--- src/verilog/dio_pkg.sv ---
package dio_pkg;
  // clock rate and qualification times
  localparam int unsigned CLK_HZ = 100_000_000;
  localparam int unsigned TRIG_MIN_US = 10_000;  // 0.01 s
  localparam int unsigned SLOW_MIN_US = 100_000; // 0.1 s
  localparam int unsigned TRIG_MIN_CYC = (CLK_HZ / 1_000_000) * TRIG_MIN_US;
  localparam int unsigned SLOW_MIN_CYC = (CLK_HZ / 1_000_000) * SLOW_MIN_US;
  // program number range, held as zero-based code 0..15
  localparam int unsigned PROG_NUM = 16;
  localparam logic [3:0] PROG_RST = 4'h0;
  localparam logic [3:0] PROG_LAST = 4'hf;
  // default dispense cycle length in clock cycles
  localparam int unsigned DISP_CYC = 50_000_000;
  localparam int unsigned CNT_W = 32;
  // dispenser state
  typedef enum logic [1:0] {
    DIO_IDLE,
    DIO_DISP,
    DIO_ALARM,
    DIO_HALT
  } dio_state_t;
endpackage : dio_pkg

--- src/verilog/dio_if.sv ---
`timescale 1ns/1ps
interface dio_if;
  logic voltage_trigger;
  logic contact_trigger;
  logic prog_step;
  logic estop;
  logic alarm_clear;
  logic alarm;
  logic eoc_b;
  modport device (
    input voltage_trigger, contact_trigger, prog_step, estop, alarm_clear,
    output alarm, eoc_b
  );
  modport ctrl (
    output voltage_trigger, contact_trigger, prog_step, estop, alarm_clear,
    input alarm, eoc_b
  );
endinterface : dio_if

--- src/verilog/dio_device.sv ---
// Summary of operation
// - voltage trigger held 0.01 s starts cycle
// - held trigger never restarts; needs release first
// - contact trigger behaves like voltage trigger
// - each qualified step rising edge adds one program
// - program wraps from sixteen back to one
// - estop held 0.1 s enters halt mode
// - halt stops regulation, raises alarm, shows red
// - halt stays until estop released and touch or clear toggled
// - clear held 0.1 s clears alarm or halt
// - alarm output high throughout any alarm state
// - alarms block all cycle starts, show red
// - general alarm latches until touch or clear
// - end-of-cycle output low while dispensing
`timescale 1ns/1ps
module dio_device
  import dio_pkg::*;
#(
  parameter int unsigned TRIG_CYC = dio_pkg::TRIG_MIN_CYC,
  parameter int unsigned SLOW_CYC = dio_pkg::SLOW_MIN_CYC,
  parameter int unsigned DISP_LEN = dio_pkg::DISP_CYC
) (
  input wire logic clk_in,               // system clock
  input wire logic rst_b_in,             // async reset, low
  dio_if.device io,                      // discrete i/o port
  input wire logic touch_in,             // display touch pulse
  input wire logic alarm_req_in,         // general alarm event
  output logic regulate_out,             // pressure regulation on
  output logic warn_out,                 // red warning shown
  output logic dispensing_out,           // dispense cycle active
  output logic [3:0] prog_out            // active program minus one
);
  import dio_pkg::*;

  localparam int NIN = 5;
  localparam int unsigned LIM_ARR [NIN] =
    '{TRIG_CYC, TRIG_CYC, SLOW_CYC, SLOW_CYC, SLOW_CYC};

  // raw inputs: 0 volt, 1 contact, 2 step, 3 estop, 4 clear
  wire [NIN-1:0] raw_in;
  assign raw_in = {io.alarm_clear, io.estop, io.prog_step,
                   io.contact_trigger, io.voltage_trigger};

  logic [NIN-1:0] sync1_r;
  logic [NIN-1:0] sync2_r;
  logic [NIN-1:0] qual_r;
  logic [NIN-1:0] qual_d_r;

  // synchroniser and width qualifier per input
  // only the second flop feeds the qualifier, so a metastable first
  // stage never reaches the counters; a pulse shorter than the limit
  // restarts the count and is dropped, which filters contact bounce
  genvar gi;
  generate
    for (gi = 0; gi < NIN; gi++) begin : g_in
      logic [CNT_W-1:0] cnt_r;
      always_ff @(posedge clk_in or negedge rst_b_in) begin
        if (!rst_b_in) begin
          sync1_r[gi] <= 1'b0;
          sync2_r[gi] <= 1'b0;
          cnt_r <= '0;
          qual_r[gi] <= 1'b0;
        end else begin
          sync1_r[gi] <= raw_in[gi];
          sync2_r[gi] <= sync1_r[gi];
          if (sync2_r[gi] == qual_r[gi]) begin
            cnt_r <= '0;
          end else if (cnt_r >= CNT_W'(LIM_ARR[gi] - 1)) begin
            cnt_r <= '0;
            qual_r[gi] <= sync2_r[gi];
          end else begin
            cnt_r <= cnt_r + CNT_W'(1);
          end
        end
      end
    end
  endgenerate

  // edge detection on qualified levels
  wire [NIN-1:0] rise_w;
  wire [NIN-1:0] fall_w;
  assign rise_w = qual_r & ~qual_d_r;
  assign fall_w = ~qual_r & qual_d_r;

  // start only on fresh rising edge of either trigger
  wire start_w;
  assign start_w = rise_w[0] | rise_w[1];
  wire step_w;
  assign step_w = rise_w[2];
  wire halt_w;
  assign halt_w = qual_r[3];
  // clear on any change of qualified clear level, or a touch
  wire clr_w;
  assign clr_w = rise_w[4] | fall_w[4] | touch_in;

  dio_state_t state_r;
  dio_state_t state_nxt;
  logic [CNT_W-1:0] disp_cnt_r;
  logic [CNT_W-1:0] disp_cnt_nxt;
  logic [3:0] prog_r;
  wire disp_done_w;
  assign disp_done_w = disp_cnt_r >= CNT_W'(DISP_LEN - 1);

  // next program number, wrapping the last program back to the first
  wire [3:0] prog_inc_w;
  assign prog_inc_w = (prog_r == PROG_LAST) ? PROG_RST : prog_r + 4'h1;
  wire [3:0] prog_nxt;
  assign prog_nxt = step_w ? prog_inc_w : prog_r;

  // output levels decoded from the next state
  // regulation stops only in halt, a general alarm keeps pressure
  wire regulate_w;
  assign regulate_w = state_nxt != DIO_HALT;
  // end-of-cycle feedback follows the dispense state alone
  wire disp_st_w;
  assign disp_st_w = state_nxt == DIO_DISP;

  // the state machine sees the triggers only as qualified edges; an edge that comes
  // while busy or alarmed is lost, never queued for later

  // next state; halt outranks alarm, alarm outranks dispense
  always_comb begin
    state_nxt = state_r;
    disp_cnt_nxt = disp_cnt_r;
    unique case (state_r)
      DIO_IDLE: begin
        disp_cnt_nxt = '0;
        if (halt_w) begin
          state_nxt = DIO_HALT;
        end else if (alarm_req_in) begin
          state_nxt = DIO_ALARM;
        end else if (start_w) begin
          state_nxt = DIO_DISP;
        end
      end
      DIO_DISP: begin
        disp_cnt_nxt = disp_cnt_r + CNT_W'(1);
        if (halt_w) begin
          state_nxt = DIO_HALT;
        end else if (alarm_req_in) begin
          state_nxt = DIO_ALARM;
        end else if (disp_done_w) begin
          state_nxt = DIO_IDLE;
        end
      end
      DIO_ALARM: begin
        disp_cnt_nxt = '0;
        // new event in clear cycle keeps the alarm latched
        if (halt_w) begin
          state_nxt = DIO_HALT;
        end else if (clr_w && !alarm_req_in) begin
          state_nxt = DIO_IDLE;
        end
      end
      DIO_HALT: begin
        disp_cnt_nxt = '0;
        // held estop keeps the device halted
        if (clr_w && !halt_w) begin
          state_nxt = DIO_IDLE;
        end
      end
    endcase
  end

  // state, cycle counter and program register
  always_ff @(posedge clk_in or negedge rst_b_in) begin
    if (!rst_b_in) begin
      state_r <= DIO_IDLE;
      disp_cnt_r <= '0;
      qual_d_r <= '0;
      prog_r <= PROG_RST;
    end else begin
      state_r <= state_nxt;
      disp_cnt_r <= disp_cnt_nxt;
      qual_d_r <= qual_r;
      prog_r <= prog_nxt;
    end
  end

  wire alarm_st_w;
  assign alarm_st_w = (state_nxt == DIO_ALARM) || (state_nxt == DIO_HALT);

  // registered outputs
  always_ff @(posedge clk_in or negedge rst_b_in) begin
    if (!rst_b_in) begin
      io.alarm <= 1'b0;
      io.eoc_b <= 1'b1;
      regulate_out <= 1'b0;
      warn_out <= 1'b0;
      dispensing_out <= 1'b0;
      prog_out <= PROG_RST;
    end else begin
      io.alarm <= alarm_st_w;
      warn_out <= alarm_st_w;
      regulate_out <= regulate_w;
      io.eoc_b <= ~disp_st_w;
      dispensing_out <= disp_st_w;
      // output copy of the program register, same next value
      prog_out <= prog_nxt;
    end
  end
endmodule : dio_device

--- src/flat_wrapper.sv ---
// flat-port wrapper written by rule: the top's interface ports become plain ports
module dio_device_flat import dio_pkg::*;
#(
  parameter int unsigned TRIG_CYC = dio_pkg::TRIG_MIN_CYC,
  parameter int unsigned SLOW_CYC = dio_pkg::SLOW_MIN_CYC,
  parameter int unsigned DISP_LEN = dio_pkg::DISP_CYC
)
  (clk_in, rst_b_in, touch_in, alarm_req_in, regulate_out, warn_out, dispensing_out, prog_out, io_voltage_trigger, io_contact_trigger, io_prog_step, io_estop, io_alarm_clear, io_alarm, io_eoc_b);
  dio_if io_i ();
  input wire logic clk_in;
  input wire logic rst_b_in;
  input wire logic touch_in;
  input wire logic alarm_req_in;
  output logic regulate_out;
  output logic warn_out;
  output logic dispensing_out;
  output logic [3:0] prog_out;
  input wire logic [$bits(io_i.voltage_trigger)-1:0] io_voltage_trigger;
  input wire logic [$bits(io_i.contact_trigger)-1:0] io_contact_trigger;
  input wire logic [$bits(io_i.prog_step)-1:0] io_prog_step;
  input wire logic [$bits(io_i.estop)-1:0] io_estop;
  input wire logic [$bits(io_i.alarm_clear)-1:0] io_alarm_clear;
  output wire logic [$bits(io_i.alarm)-1:0] io_alarm;
  output wire logic [$bits(io_i.eoc_b)-1:0] io_eoc_b;
  assign io_i.voltage_trigger = io_voltage_trigger;
  assign io_i.contact_trigger = io_contact_trigger;
  assign io_i.prog_step = io_prog_step;
  assign io_i.estop = io_estop;
  assign io_i.alarm_clear = io_alarm_clear;
  assign io_alarm = io_i.alarm;
  assign io_eoc_b = io_i.eoc_b;
  dio_device #(.TRIG_CYC(TRIG_CYC), .SLOW_CYC(SLOW_CYC), .DISP_LEN(DISP_LEN)) u_core (.clk_in(clk_in), .rst_b_in(rst_b_in), .io(io_i), .touch_in(touch_in), .alarm_req_in(alarm_req_in), .regulate_out(regulate_out), .warn_out(warn_out), .dispensing_out(dispensing_out), .prog_out(prog_out));
endmodule
--- config.mk ---
export PLATFORM = sky130hd
export DESIGN_NAME = dio_device_flat
export DESIGN_NICKNAME = d
export VERILOG_FILES = /design/src/verilog/dio_pkg.sv /design/src/verilog/dio_if.sv /design/src/verilog/dio_device.sv /design/src/flat_wrapper.sv
export SDC_FILE = /design/constraint.sdc
export NUM_CORES = 1
export LEC_CHECK = 0
export BUFFER_PORTS_ARGS = -buffer_cell sky130_fd_sc_hd__buf_2
export CAP_MARGIN = 15
export CORE_MARGIN = 2
export CORE_UTILIZATION = 38
export DETAILED_ROUTE_END_ITERATION = 10
export PLACE_DENSITY = 0.5
export SYNTH_ARGS = -nofsm -noshare
export SYNTH_HDL_FRONTEND = slang
export SYNTH_SLANG_ARGS = --single-unit
--- constraint.sdc ---
create_clock -name clk_in -period 2.1 [get_ports clk_in]
set_input_delay 0.315 -clock clk_in [delete_from_list [all_inputs] [get_ports clk_in]]
set_output_delay 0.315 -clock clk_in [all_outputs]
set_load 0.005 [all_outputs]
Word-level counts from Yosys, hierarchy flattened
Index checks and enable logic that the tools add are counted.
{ "word_totals": {"word_cells": 101, "out_inout_bits": 9, "in_bits": 9, "regBits": 222} }
{ "classes": {"n_lt_le_gt_ge": 6, "reduce_logical": 12, "addsub": 7, "n_eq_ne": 13, "n_mux": 22, "bitwise_logic": 13} }
{ "op_table": {"columns": ["cell", "n"], "rows": [
  ["two-way mux 32 bit", 10],
  ["adder 32 x 1 -> 32 bit, second input constant", 6],
  [">= comparator 32 x 24 -> 1 bit, second input constant", 3],
  [">= comparator 32 x 20 -> 1 bit, second input constant", 2],
  ["one-hot mux 32 bit (2 select lines)", 1],
  [">= comparator 32 x 26 -> 1 bit, second input constant", 1],
  ["two-way mux 2 bit", 9],
  ["bitwise AND 5 bit", 2],
  ["NOT 5 bit", 2],
  ["AND reduction 2 bit", 5],
  ["== test 2 bit, second input constant", 4],
  ["one-hot mux 2 bit (4 select lines)", 1],
  ["NOT 1 bit", 6],
  ["== test 1 bit", 5],
  ["adder 4 x 1 -> 4 bit, second input constant", 1],
  ["== test 2 x 1 -> 1 bit, second input constant", 2],
  ["== test 4 bit, second input constant", 1],
  ["two-way mux 4 bit", 1],
  ["OR 1 bit", 3],
  ["OR reduction 3 bit", 1],
  ["logical AND 1 bit", 2],
  ["zero test 1 bit", 2],
  ["zero test 2 bit", 1],
  ["inequality test 2 bit, second input constant", 1],
  ["logical OR 1 bit", 1]
]} }

Depth between registers and ports, before layout
Gate-level depths: netlist (run 1).
{ "logic_depth": {"word_depth": 10, "ltp_mapped": 8, "mapped_depth_nobuf": 7} }

Worst setup path before layout (run 1)
No wires, ideal clock.
{ "synth_timing": {"kind": "flip-flop to flip-flop", "start": "reg u_core.g_in[1].cnt_r[12]", "end": "reg u_core.g_in[1].cnt_r[19]", "path_buffers": 2, "synth_period_minus_slack_ns": 1.966, "arrival_ns": 1.897, "setup_ns": 0.069, "t_required_ns": 2.031, "path_stages_with_launch": 9, "setup_slack_ns": 0.134, "path_cell_list": "dfrtp_1 > or4_4 > nor2_1 > a21oi_1 > o211a_1 > or2_1 > buf_6 > buf_12 > nor2_4"} }
{ "synth_via": {"elab_chain_cells": 3, "word_cells_on_any_way": 4, "classes_between": "add/sub: 1; order compare: 1; mux: 2"} }
{ "synth_lines": {"columns": ["element", "line_no", "source"], "rows": [
  ["start: declaration", "dio_device.sv:56", "logic [CNT_W-1:0] cnt_r;"],
  ["start signal: assignment", "dio_device.sv:72", "cnt_r <= cnt_r + CNT_W'(1);"],
  ["adder 32 x 1 -> 32 bit / >= comparator 32 x 20 -> 1 bit (equally long branches)", "dio_device.sv:72, dio_device.sv:68", null],
  ["two-way mux 32 bit *", "dio_device.sv:68", "end else if (cnt_r >= CNT_W'(LIM_ARR[gi] - 1)) begin"],
  ["two-way mux 32 bit *", "dio_device.sv:66", "if (sync2_r[gi] == qual_r[gi]) begin"]
]} }
Every way passes the cells marked *; elsewhere a longest branch is shown, timed or not.
A chain may end at the register's enable or synchronous reset.

Worst setup path after layout (run 1)
{ "layout_timing": {"start": "reg u_core.g_in[0].cnt_r[12]", "end": "reg u_core.qual_r[0]"} }
{ "layout_via": {"elab_chain_cells": 2} }
{ "layout_lines": {"columns": ["element", "line_no", "source"], "rows": [
  ["start: declaration", "dio_device.sv:56", null],
  ["start signal: assignment", "dio_device.sv:72", null],
  [">= comparator 32 x 20 -> 1 bit", "dio_device.sv:68", null],
  ["AND reduction 2 bit (no line)", null, null],
  ["end signal: indexed assignment", "dio_device.sv:70", "qual_r[gi] <= sync2_r[gi];"],
  ["end: declaration", "dio_device.sv:46", "logic [NIN-1:0] qual_r;"]
]} }
No other way between the ends.

==> results, run 1 <==
- The minimum setup slack among reg-to-reg paths is 80 ps.
- The power per unit of standard cell area is a little over 800 mW/mm^2.
- The terminating pin of the worst hold path is u_core.state_r[1].
- After floorplanning, the core was divided into 57 placement rows.
- After synthesis, the netlist uses 53 different library cells.
- The clock sink count is 221.
- Setup total negative slack on the finished layout was measured at 0 ps.
- The stage delay of the slowest cell on the critical path is 580 ps.
- The number of vias per cell is 4.68.
- The worst hold path was traced through 2 stages.
- The CTS buffer count is 26.
- The transition time at the pin with the least slew margin is about 580 ps.
- The power share of the clock group is 48.1%.
- The post-place setup slack is 102 ps.
- After detailed placement, the design holds a cell count of roughly 1,300.
- The count of pins over their slew limit is 0.
- The number of setup violations in the final report is 0.
- The DRC violation count after routing is 0.
- In this run, the number of DRC markers left after iteration 0 of detailed routing was around 360.
- The achievable clock frequency is 496 MHz.
- CTS built an H-tree with a depth of 1.
- STA classifies the critical path startpoint as a register.
- Measured along the x axis, the die boundary spans around 160 um.
- The number of nets still failing antenna checks after routing is 0.
- The post-route clock skew is approximately 10 ps.
- Global routing used a little over an eighth of the available tracks across all layers.
- Counting along the longest clock path gives a buffer depth of 3.
- 18 I/O pins were placed.
- The CTS tree is built.
- Sequential cells were found to cover approximately 58% of the synthesized design area.
- Traced cell by cell, the critical path runs through or4_1 > nor4_2 > a211oi_1 > nor2_1 > o21ai_1 > mux2_1.
- The switching power summed over all nets is just under 0.002 W.
- Setup repair after global routing could not meet its margin everywhere.
- The final worst hold slack is 164 ps.
- The root buffer cell chosen for the clock tree is sky130_fd_sc_hd__clkbuf_16.
- Cells with a size suffix above 1 make up 11.7% of the layout.
- The startpoint of the tightest hold check path is alarm_req_in.
- The total overflow left after global routing is 0.
- The largest fanout on the critical path is 4.
- Yosys attributes the largest share of cell area to sky130_fd_sc_hd__dfrtp_1 (58%), sky130_fd_sc_hd__xor2_1 (7.0%), sky130_fd_sc_hd__nor2_1 (6.6%), sky130_fd_sc_hd__xnor2_1 (4.8%), sky130_fd_sc_hd__nand3_1 (3.1%).
- In the synthesized netlist, the cells that appear most often are sky130_fd_sc_hd__dfrtp_1 (220), sky130_fd_sc_hd__nor2_1 (166), sky130_fd_sc_hd__xor2_1 (76).
- The internal portion of total power is just over 0.007 W.
- The flow ran to the end, and the final reports show no timing, DRC or antenna violations.
- The number of hold-slack violations in the final timing report is 0.
- In this run the post-CTS setup repair buffer count came out at 0.
- Among all stages on the critical path, the largest delay is contributed by sky130_fd_sc_hd__or4_1.
- The worst pin sits at a relative slew slack of between 60% and 70%.
- Measured in cells, the most critical reg-to-reg path has a length of 6.
- During placement, the flow inserted port buffers numbering 17.
- In this run switching power makes up 21.4% of total power.
- The vertical die dimension is roughly 160 um.
- For this block, the routed nets add up to ~17,000 um of wire.
- The first global-routing pass estimated 29,500 um of wire.
- The area added between synthesis and finish is 20.1%.
- Summed over all nets, the half-perimeter wirelength after detailed placement is 10,700 um.
- The via count of the first global-routing pass is ~6,200.
- Dividing the synthesized area by the synthesized cell count gives 10.7 um^2.
- The antenna diode count is 0.
- The worst vdd rail ir drop is around 530 uV.
- Entering global routing, the biggest net connects 72 pins.
- The worst hold path class is input port to register.
- In this run the static leakage power is 4.73 nW.
- The area of the core is 0.0244 mm^2.
- Once the floorplan was initialized, standard cells occupied around two fifths of the core.
- In the final routed layout, each cell accounts on average for 12.3 um.
- The most used standard cell by instance count after synthesis is sky130_fd_sc_hd__dfrtp_1.
- The reported max-cap violation count is 0.
- Sequential cells burn 48.4% of the power.
- The number of nets in the final layout is 1,020.
- The insertion delay to the later sink of the worst-skew pair is 520 ps.
- The number of filler instances in the final layout is 2,305.
- The number of register bits inferred by synthesis is between 200 and 250.
- The congestion estimate from routability-driven global placement came to 0.724.
- The fraction of registers with async set/reset is 100%.
- The final route contains 6,307 vias.
- After clock tree synthesis, the clock-pin slew on the worst setup and hold paths is around 60 ps.
- The classification of the worst setup path is register to register.
- The number of enable-type register cells in the synthesized netlist is 0.
- In this run the critical register-to-register path is launched from u_core.g_in[0].cnt_r[12].
- The initial antenna violation count was 0.
- The design draws roughly 0.0092 W.
- The primary flip-flop cell chosen by synthesis mapping is sky130_fd_sc_hd__dfrtp_1.
- At the worst endpoint, the required time is 2500 ps.
- During synthesis, Yosys emitted a total of 0 warnings.
- The minimum clock period is 2020 ps.
- At the worst endpoint, the arrival time is 2420 ps.
- After synthesis, the largest area contributor takes up 58.2% of total cell area.
- The worst path setup slack after routing is between 80 and 90 ps.
- The synthesized netlist occupies a cell area of 0.00946 mm^2.
- The worst register-to-register path ends at u_core.qual_r[0].
- The post-synthesis cell count is just under 900.
- The finished layout holds about 1,300 standard cells, fillers aside.
- After layout, the worst path uses 96.0% of the clock period.
- The synthesized design spends more area on one cell type than any other, namely sky130_fd_sc_hd__dfrtp_1.
- The type of destination of the critical path is a register.
- The share of total power dissipated in combinational logic is 3.5%.
- Before antenna repair, the detailed router went through 4 iterations.
- The die covers 0.0262 mm^2.
==> stage by stage <==
step	util (%)	cell area [um^2]
finish	46.6	11400
global route	46.6	11400
CTS	46.5	11300
detailed placement	42.7	10400
global placement	42.7	10400
floorplan	-	9640
==> metal layers <==
layer	part of all wire [%]	vias to the layer above	track usage (%)
li1	-	3214	-
met1	50	3004	19.1
met2	45	61	20.9
met3	2.8	28	2.25
met4	2.3	0	4.02
met5	0	-	0
==> critical path: cells and delay by family, from the launching register on <==
family | cells | cell delay, ps
AOI/OAI and AO/OA | 2 | 240
DFF | 1 | 410
muxes | 1 | 320
and+or+nand+nor | 3 | 940
==> cells by family (layout without fill, tap and decap cells) <==
group | count (synthesis) | count (layout) | share of synthesized area, %
other cells | 1 | 48 | 0.0396
compound gates | 58 | 58 | 3.81
xor+xnor | 128 | 128 | 11.8
flops | 221 | 221 | 58.4
mux | 6 | 6 | 0.714
buf+inv | 35 | 125 | 1.72
fa+ha+maj | 7 | 7 | 0.925
simple gates | 431 | 431 | 22.5
==> how the worst max path moves through the flow <==
stage,startpoint,endpoint,slack [ps],cells past startpoint
4_1_cts,u_core.g_in[0].cnt_r[12],u_core.qual_r[0],90,6
3_3_place_gp,u_core.g_in[0].cnt_r[12],u_core.qual_r[0],110,6
2_1_floorplan,u_core.g_in[1].cnt_r[12],u_core.g_in[1].cnt_r[19],130,8
6_report,u_core.g_in[0].cnt_r[12],u_core.qual_r[0],80,6
3_5_place_dp,u_core.disp_cnt_r[0],u_core.disp_cnt_r[20],100,6
5_1_grt,u_core.g_in[0].cnt_r[12],u_core.qual_r[0],-40,6
==> final cells by class <==
cell class / count / area [um^2] / share of cell area [%]
Sequential cell: 221 / 5530 / 48.7
Multi-Input combinational cell: 678 / 3960 / 34.9
Clock buffer: 40 / 805 / 7.08
Timing Repair Buffer: 59 / 526 / 4.62
Tap cell: 324 / 405 / 3.57
Inverter: 18 / 67.6 / 0.595
Clock inverter: 8 / 65.1 / 0.573
==> registers in the layout, indices dropped and copies added (netlist names) <==
signal and flops:
u_core.sync2_r 5, u_core.sync1_r 5, u_core.regulate_out 1, u_core.dispensing_out 1, u_core.state_r 2, u_core.prog_r 4
u_core.g_in.cnt_r 160, u_core.halt_w 1, u_core.qual_d_r 4, u_core.disp_cnt_r 32, u_core.io.alarm 1, u_core.qual_r 4
u_core.io.eoc_b 1
==> timing repair <==
item,CTS,global route
hold buffers,6,0
setup endpoints to repair,0,47
hold endpoints to repair,70,0
gates resized for setup,0,5
==> power by group through the flow <==
stage	combinational (W)	sequential, W	clock (W)
floorplan	0.000135	0.00452	0
detailed placement	0.000326	0.00454	0
global route	0.000387	0.00447	0.00478
CTS	0.000336	0.00446	0.00461
global placement	0.000323	0.00453	0
finish	0.000323	0.00446	0.00443
==> layout by cell type, fill, tap and decap left out, drive strengths merged, types with 2 or more instances in the layout <==
cell type	synthesis	layout
and2	5	5
nand3	58	58
nor2b	5	5
nand2b	5	5
buf	6	53
and3	20	20
dlygate4sd3	0	6
nand4	30	30
xor2	76	76
clkinv	0	7
and4	13	13
nand2	61	61
or4	4	4
nor2	176	176
a21oi	17	17
o31ai	2	2
o211ai	2	2
o21bai	2	2
ha	7	7
clkbuf	11	40
dfrtp	220	220
xnor2	52	52
nor4	21	21
a31oi	5	5
mux2	6	6
a221o	2	2
a21o	2	2
o21ai	18	18
nor3	17	17
a211oi	2	2
nor4b	2	2
or3	8	8
conb	1	48
inv	18	18
or2	3	3
No activity file was read; power rests on OpenSTA's default activity.
==> run 2: changes to the inputs <==
==> constraint.sdc (replaced) <==
create_clock -name clk_in -period 2 [get_ports clk_in]
set_input_delay 0.3 -clock clk_in [delete_from_list [all_inputs] [get_ports clk_in]]
set_output_delay 0.3 -clock clk_in [all_outputs]
set_load 0.005 [all_outputs]
==> run 2 against run 1 <==
Largest power group unchanged. Fmax is 4.3% higher. Critical path type unchanged. Count of clock-buffer cells in the layout down 3. Sequential share of layout area fell by 0.36 points. Combinational power increased by 2%. Flip-flop and latch count stayed put. Via count rose by 0.81%. Worst hold slack worse by 22 ps. Cell area grew 0.74%. Wire length is 2.5% higher. First-iteration DRC count shrank 25%. Clock power increased by 2%. Critical endpoint unchanged.
==> results, run 2 (synthesis gave the netlist of run 1 again) <==
- The total wire length is 17,000 um (was 16,600 um).
- The final cycle utilization of the critical path is 96.6% (was 96.0%).
- The multi-input combinational cell area came to 0.00402 mm^2 (was 0.00396 mm^2).
- The share of power burned in registers is 49.2% (was 48.4%).
- Crit-path cells: or4_4 > nor4_4 > a211oi_2 > nor2_2 > o21ai_1 > mux2_4 (was or4_1 > nor4_2 > a211oi_1 > nor2_1 > o21ai_1 > mux2_1).
- The maximum count of clock buffers along a single path came to 3 (unchanged).
- The register area is 0.00553 mm^2 (unchanged).
- The pin count of the biggest net entering global routing came to 74 (was 72).
- The number of I/O pins is 18 (unchanged).
- The kind of start point of the critical path was a register (unchanged).
- The quantity of I/O buffers inserted on ports is 17 (unchanged).
- The switching power share of the total came to 21.6% (was 21.4%).
- The post-layout total power is 0.00952 W (was 0.00921 W).
- The switching power summed over all nets is 0.00205 W (was 0.00197 W).
- The area added between synthesis and finish was 21.0% (was 20.1%).
- The power share of the combinational group is 3.4% (was 3.5%).
- The CTS H-tree depth is 1 (unchanged).
- The number of filler instances in the final layout is 2,373 (was 2,305).
- The DRC violation count after routing is 0 (unchanged).
- The worst hold path class is input port to register (unchanged).
- The count of buffering cells on the critical path with inverters included is 0 (unchanged).
- The share of cells above drive strength 1 is 13.6% (was 11.7%).
- The leakage power total is 4.77 nW (was 4.73 nW).
- The depth of the worst register-to-register path is 6 (unchanged).
- The CTS buffer count is 25 (was 26).
- The effective utilization at floorplan is 38.8% (unchanged).
- The clock sink count came to 221 (unchanged).
- The count of pins over their slew limit is 0 (unchanged).
- The insertion delay to the later sink of the worst-skew pair is 520 ps (about the same).
- The power share of the clock group came to 47.4% (was 48.1%).
- The clock transition at the registers of the reported paths is 60 ps (about the same).
- The signal arrival time at the worst endpoint is 2330 ps (was 2420 ps).
- The minimum clock period is 1930 ps (was 2020 ps).
- The reported max-cap violation count was 0 (unchanged).
- The number of nets in the final layout is 1,033 (was 1,020).
- The number of design-rule violations left by the first detailed-router iteration is 271 (was 359).
- The total global-route track usage is 13.7% (was 13.3%).
- The estimated wirelength of the detail-placed design is 10,900 um (was 10,700 um).
- The antenna diode count is 0 (unchanged).
- The setup TNS is 0 ps (unchanged).
- The total global routing overflow was 0 (unchanged).
- Result of the run: finished clean (unchanged).
- The initial antenna violation count is 0 (unchanged).
- The share of the core filled with cells is 46.9% (was 46.6%).
- The minimum setup slack among reg-to-reg paths is 70 ps (was 80 ps).
- The number of rows created at floorplan is 57 (unchanged).
- Top Registers: u_core.g_in.cnt_r x160, u_core.disp_cnt_r x32 (unchanged).
- The post-route clock skew came to 6.28 ps (was 10.0 ps).
- The via count of the first global-routing pass came to 6,337 (was 6,213).
- The global placer's final weighted congestion is 0.742 (was 0.724).
- The required time of the critical path came to 2400 ps (was 2500 ps).
- The type of destination of the critical path was a register (unchanged).
- The largest register by flop count was u_core.g_in.cnt_r (unchanged).
- The capture instance of the worst register-to-register path is u_core.qual_r[0] (unchanged).
- The CTS tree is built (unchanged).
- The number of setup violations in the final report is 0 (unchanged).
- The number of vias in the routed layout came to 6,358 (was 6,307).
- The classification of the worst setup path was register to register (unchanged).
- The die width is 162 um (unchanged).
- The terminating pin of the worst hold path is u_core.state_r[1] (unchanged).
- The internal portion of total power came to 0.00747 W (was 0.00725 W).
- The detailed-router iteration count before antenna repair came to 4 (unchanged).
- The number of vias per cell is 4.68 (about the same).
- The global-route wire length before repair is 30,000 um (was 29,500 um).
- The stage delay of the slowest cell on the critical path is 560 ps (was 580 ps).
- The power per unit of standard cell area is 832 mW/mm^2 (was 811 mW/mm^2).
- The hold-critical path depth is 2 (unchanged).
- Commonest non-fill, non-tap cells in the layout: sky130_fd_sc_hd__dfrtp_1 (220), sky130_fd_sc_hd__nor2_1 (162), sky130_fd_sc_hd__xor2_1 (76) (was sky130_fd_sc_hd__dfrtp_1 (220), sky130_fd_sc_hd__nor2_1 (166), sky130_fd_sc_hd__xor2_1 (76)).
- The standard cell with the maximum stage delay on the critical path is sky130_fd_sc_hd__or4_4 (was sky130_fd_sc_hd__or4_1).
- The startpoint of the tightest hold check path is alarm_req_in (unchanged).
- The launching point of the worst reg2reg path is u_core.g_in[0].cnt_r[12] (unchanged).
- The post-detailed-route wirelength per cell was 12.5 um (was 12.3 um).
- The leading cell type in the layout, fill and taps excluded is sky130_fd_sc_hd__dfrtp_1 (unchanged).
- The achievable clock frequency is 517 MHz (was 496 MHz).
- The largest delay contributor family on the critical path is simple AND/OR/NAND/NOR gates (unchanged).
- The number of nets still failing antenna checks after routing is 0 (unchanged).
- The cell at the root of the clock tree is sky130_fd_sc_hd__clkbuf_16 (unchanged).
- The number of hold-slack violations in the final timing report is 0 (unchanged).
- The worst vdd rail ir drop was 581 uV (was 533 uV).
- The critical path startpoint is u_core.g_in[0].cnt_r[12] (unchanged).
- The overall die area is 0.0262 mm^2 (unchanged).
- The number of flip-flops in the largest register came to 160 (unchanged).
- The area of the core came to 0.0244 mm^2 (unchanged).
- The vertical die dimension is 162 um (unchanged).
- The largest fanout on the critical path is 3 (was 4).
-- run 2: cell types whose count changed in the layout (fill, tap and decap cells not counted), sizes merged --
cell	change
inv	+1
buf	+14
clkinv	-4
clkbuf	-3
clkinvlp	+1
bufinv	+1
-- run 2: power by group through the flow --
stage	Clock [W]	Combinational, W	Sequential [W]
2_1_floorplan	0	0.000142	0.00475
3_3_place_gp	0	0.000329	0.00476
3_5_place_dp	0	0.000332	0.00476
4_1_cts	0.00469	0.000342	0.00468
5_1_grt	0.00490	0.000394	0.00469
6_report	0.00451	0.000328	0.00468
-- run 2: per-stage QoR --
stage | instance area [um^2] | std cells | setup WS, ps | hold WS [ps]
detailed placement | 10500 | 1307 | 46.0 | 217
finish | 11400 | 1358 | 67.5 | 142
global route | 11400 | 1358 | -3.47 | 146
floorplan | 9640 | 934 | 34.1 | 4.41
global placement | 10500 | 1307 | 63.8 | 218
CTS | 11400 | 1357 | 12.4 | 131
-- run 2: area by class of cell --
class	count	share of cell area, %
sequential	221	48.3
multi-input combinational	678	35.1
clock buffer	37	6.30
timing repair buffer	73	5.28
tap	324	3.54
clock inverter	7	0.863
inverter	18	0.590
-- run 2: worst register-to-register path, delay by kind of cell, from the launching register on --
kind            cells  cell delay (ps)
compound gates      2              230
flops               1              390
mux                 1              300
simple gates        3              900
-- run 2: worst max-delay path by stage --
stage | endpoint | cells past startpoint
floorplan | u_core.g_in[1].cnt_r[19] | 8
global placement | u_core.qual_r[0] | 6
detailed placement | u_core.qual_r[0] | 6
CTS | u_core.qual_r[0] | 6
global route | u_core.g_in[1].cnt_r[10] | 7
finish | u_core.qual_r[0] | 6
-- run 2: metal layers --
| layer | share of wire (%) | vias to the layer above | wire length, um | global-route usage (%) |
|---|---|---|---|---|
| met5 | 0 | - | 0 | 0 |
| met3 | 2.9 | 31 | 499 | 2.40 |
| met4 | 2.5 | 0 | 433 | 3.90 |
| met2 | 45 | 57 | 7690 | 21.6 |
| met1 | 49 | 3023 | 8410 | 19.5 |
| li1 | - | 3247 | - | - |
-- run 2: timing repair --
item,in CTS,in global routing
gates resized for setup,0,22
setup endpoints to repair,0,110
setup buffers,0,1
endpoints found under the hold margin,44,0
hold buffers,6,0
==> run 3: changes to the inputs <==
--- a/config.mk
+++ b/config.mk
@@ -7,7 +7,7 @@
 export LEC_CHECK = 0
 export BUFFER_PORTS_ARGS = -buffer_cell sky130_fd_sc_hd__buf_2
 export CAP_MARGIN = 15
-export CORE_MARGIN = 2
+export CORE_MARGIN = 1.5
 export CORE_UTILIZATION = 38
 export DETAILED_ROUTE_END_ITERATION = 10
 export PLACE_DENSITY = 0.5
==> run 3 against run 2 <==
The run now ends with setup timing left. First-iteration DRC count decreased by 17%. Worst hold slack improved by 9.8 ps. Register-to-register slack got worse by 70 ps. Sequential share of layout area shrank 0.57 points. Die area fell by 1.2%. Clock power barely moved. Sequential power hardly changed. Global-route usage is 0.093 points higher. Utilization is 0.56 points higher. Worst setup slack worse by 71 ps. Critical path type unchanged.
==> results, run 3 (synthesis gave the netlist of run 1 again) <==
- The post-detailed-route wirelength per cell came to 12.5 um (about the same).
- The number of filler instances in the final layout is 2,292 (was 2,373).
- The setup TNS is -3.64 ps (was 0 ps).
- The number of hold-slack violations in the final timing report was 0 (unchanged).
- At the pin with the least slew margin, the transition time is 500 ps.
- The global routing usage on met3 is 2.14% (was 2.40%).
- Setup repair after global routing could not meet its margin everywhere.
- The number of nets still failing antenna checks after routing is 0 (unchanged).
- The quantity of I/O buffers inserted on ports is 17 (unchanged).
- The number of vias in the routed layout is 6,439 (was 6,358).
- The global routing usage on met2 is 22.5% (was 21.6%).
- The cell at the root of the clock tree was sky130_fd_sc_hd__clkbuf_16 (unchanged).
- The antenna diode count is 0 (unchanged).
- The worst path setup slack after routing is -3.64 ps (was 67.5 ps).
- The busiest layer in global routing is met2 (unchanged).
- The worst hold path class is input port to register (unchanged).
- The share of cells above drive strength 1 came to 15.2% (was 13.6%).
- The achievable clock frequency was 499 MHz (was 517 MHz).
- The type of destination of the critical path is a register (unchanged).
- Commonest non-fill, non-tap cells in the layout: sky130_fd_sc_hd__dfrtp_1 (220), sky130_fd_sc_hd__nor2_1 (150), sky130_fd_sc_hd__xor2_1 (76) (was sky130_fd_sc_hd__dfrtp_1 (220), sky130_fd_sc_hd__nor2_1 (162), sky130_fd_sc_hd__xor2_1 (76)).
- The detailed-router iteration count before antenna repair is 4 (unchanged).
- The clock transition at the registers of the reported paths is 60 ps (about the same).
- The number of design-rule violations left by the first detailed-router iteration is 226 (was 271).
- The insertion delay to the later sink of the worst-skew pair was 520 ps (about the same).
- The pin count of the biggest net entering global routing is 52 (was 74).
- The multi-input combinational cell area is 0.00408 mm^2 (was 0.00402 mm^2).
- The DRC violation count after routing is 0 (unchanged).
- The area added between synthesis and finish is 22.4% (was 21.0%).
- Top Registers: u_core.g_in.cnt_r x160, u_core.disp_cnt_r x32 (unchanged).
- The standard cell with the maximum stage delay on the critical path was sky130_fd_sc_hd__or4_4 (unchanged).
- The clock sink count is 221 (unchanged).
- The minimum setup slack among reg-to-reg paths was -4 ps (was 70 ps).
- The register area is 0.00553 mm^2 (unchanged).
- The relative slew slack is between 60% and 70%.
- The minimum clock period came to 2000 ps (was 1930 ps).
- The die width was 161 um (was 162 um).
- The total global routing overflow came to 0 (unchanged).
- The power per unit of standard cell area is 821 mW/mm^2 (was 832 mW/mm^2).
- The total wire length came to 17,100 um (was 17,000 um).
- The initial antenna violation count was 0 (unchanged).
- The leakage power total came to 4.82 nW (was 4.77 nW).
- The area of the core was 0.0244 mm^2 (unchanged).
- The post-route clock skew came to 8.61 ps (was 6.28 ps).
- The required time of the critical path is 2450 ps (was 2400 ps).
- The kind of start point of the critical path is a register (unchanged).
- The number of nets in the final layout is 1,039 (was 1,033).
- The reported max-cap violation count came to 0 (unchanged).
- The CTS tree was built (unchanged).
- Result of the run: complete, but fails checks (was finished clean).
- The signal arrival time at the worst endpoint is 2460 ps (was 2330 ps).
- The classification of the worst setup path is register to register (unchanged).
- The global-route track usage on met1 is 18.9% (was 19.5%).
- The stage delay of the slowest cell on the critical path is 550 ps (was 560 ps).
- The number of vias per cell came to 4.72 (was 4.68).
- The CTS buffer count is 25 (unchanged).
- Crit-path cells: or4_4 > nor4_4 > a211oi_2 > nor2_1 > buf_4 > o21bai_2 > buf_12 > nor2_1 (was or4_4 > nor4_4 > a211oi_2 > nor2_2 > o21ai_1 > mux2_4).
- The largest fanout on the critical path is 18 (was 3).
- The global placer's final weighted congestion is 0.737 (was 0.742).
- The cell that appears most often on the critical path is sky130_fd_sc_hd__nor2_1.
- The global-route wire length before repair is 30,100 um (was 30,000 um).
- The number of flip-flops in the largest register is 160 (unchanged).
- The final cycle utilization of the critical path is 100% (was 96.6%).
- The overall die area is 0.0259 mm^2 (was 0.0262 mm^2).
- The vertical die dimension is 161 um (was 162 um).
- The number of rows created at floorplan is 57 (unchanged).
- The leading cell type in the layout, fill and taps excluded is sky130_fd_sc_hd__dfrtp_1 (unchanged).
- The CTS H-tree depth is 1 (unchanged).
- The number of setup violations in the final report is 1 (was 0).
- The effective utilization at floorplan is 38.8% (unchanged).
- The via count of the first global-routing pass is 6,456 (was 6,337).
- The total global-route track usage is 13.8% (was 13.7%).
- The checks that failed: setup timing.
- The worst vdd rail ir drop is 500 uV (was 581 uV).
- The number of I/O pins is 18 (unchanged).
- The maximum count of clock buffers along a single path is 3 (unchanged).
- The post-layout total power is 0.00951 W (was 0.00952 W).
- The count of pins over their slew limit was 0 (unchanged).
- The estimated wirelength of the detail-placed design is 11,200 um (was 10,900 um).
- The largest register by flop count was u_core.g_in.cnt_r (unchanged).
## run 3: final timing paths
| path | depth (start not counted) | endpoint | startpoint |
|---|---|---|---|
| max | 8 | u_core.g_in[0].cnt_r[11] | u_core.g_in[0].cnt_r[12] |
| min | 2 | u_core.state_r[1] | alarm_req_in |
| max reg2reg | 8 | u_core.g_in[0].cnt_r[11] | u_core.g_in[0].cnt_r[12] |
| min reg2reg | 0 | u_core.sync2_r[2] | u_core.sync1_r[2] |
| max in group asynchronous | 3 | u_core.g_in[1].cnt_r[13] | rst_b_in |
| min in group asynchronous | 2 | u_core.g_in[4].cnt_r[28] | rst_b_in |
## run 3: power breakdown
group | internal (W) | switching (W) | leakage, nW
Sequential | 0.00459 | 0.0000865 | 2.91
Combinational | 0.000134 | 0.000203 | 1.51
Clock | 0.00271 | 0.00178 | 0.402
Total | 0.00744 | 0.00207 | 4.82
## run 3: final cells by class
type	instances	area share (%)
tap	324	3.50
clock buffer	36	6.10
timing repair buffer	79	5.98
multi-input combinational	678	35.2
clock inverter	9	0.886
inverter	18	0.583
sequential	221	47.7
## run 3: layer usage
layer | up-vias | share of wire [%]
met5 | - | 0
met4 | 0 | 2.5
met3 | 30 | 2.4
met2 | 59 | 45
met1 | 3105 | 50
li1 | 3245 | -
## run 3: worst max-delay path: cells and delay by family, from the launching register on
kind                   cells  cell delay (ps)
AND/OR/NAND/NOR            4             1040
AO/OA/AOI/OAI              2              190
buffers and inverters      2              300
flip-flops                 1              380
## run 3: timing repair
action                     CTS  global route
buffers inserted             1             3
pin swaps                    1            25
hold buffers                 6             0
resized for setup            0            43
hold endpoints to repair    49             0
setup endpoints to repair    1            68
gates cloned                 0             1
## run 3: per-stage QoR
stage | cell area [um^2] | util, % | hold slack, ps | setup WS (ps) | std cells
2_1_floorplan | 9640 | - | 4.41 | 34.1 | 934
3_3_place_gp | 10500 | 43.1 | 243 | 37.6 | 1309
3_5_place_dp | 10500 | 43.1 | 243 | 5.55 | 1309
4_1_cts | 11400 | 46.7 | 137 | 31.4 | 1361
5_1_grt | 11600 | 47.5 | 163 | -96.6 | 1365
6_report | 11600 | 47.5 | 152 | -3.64 | 1365
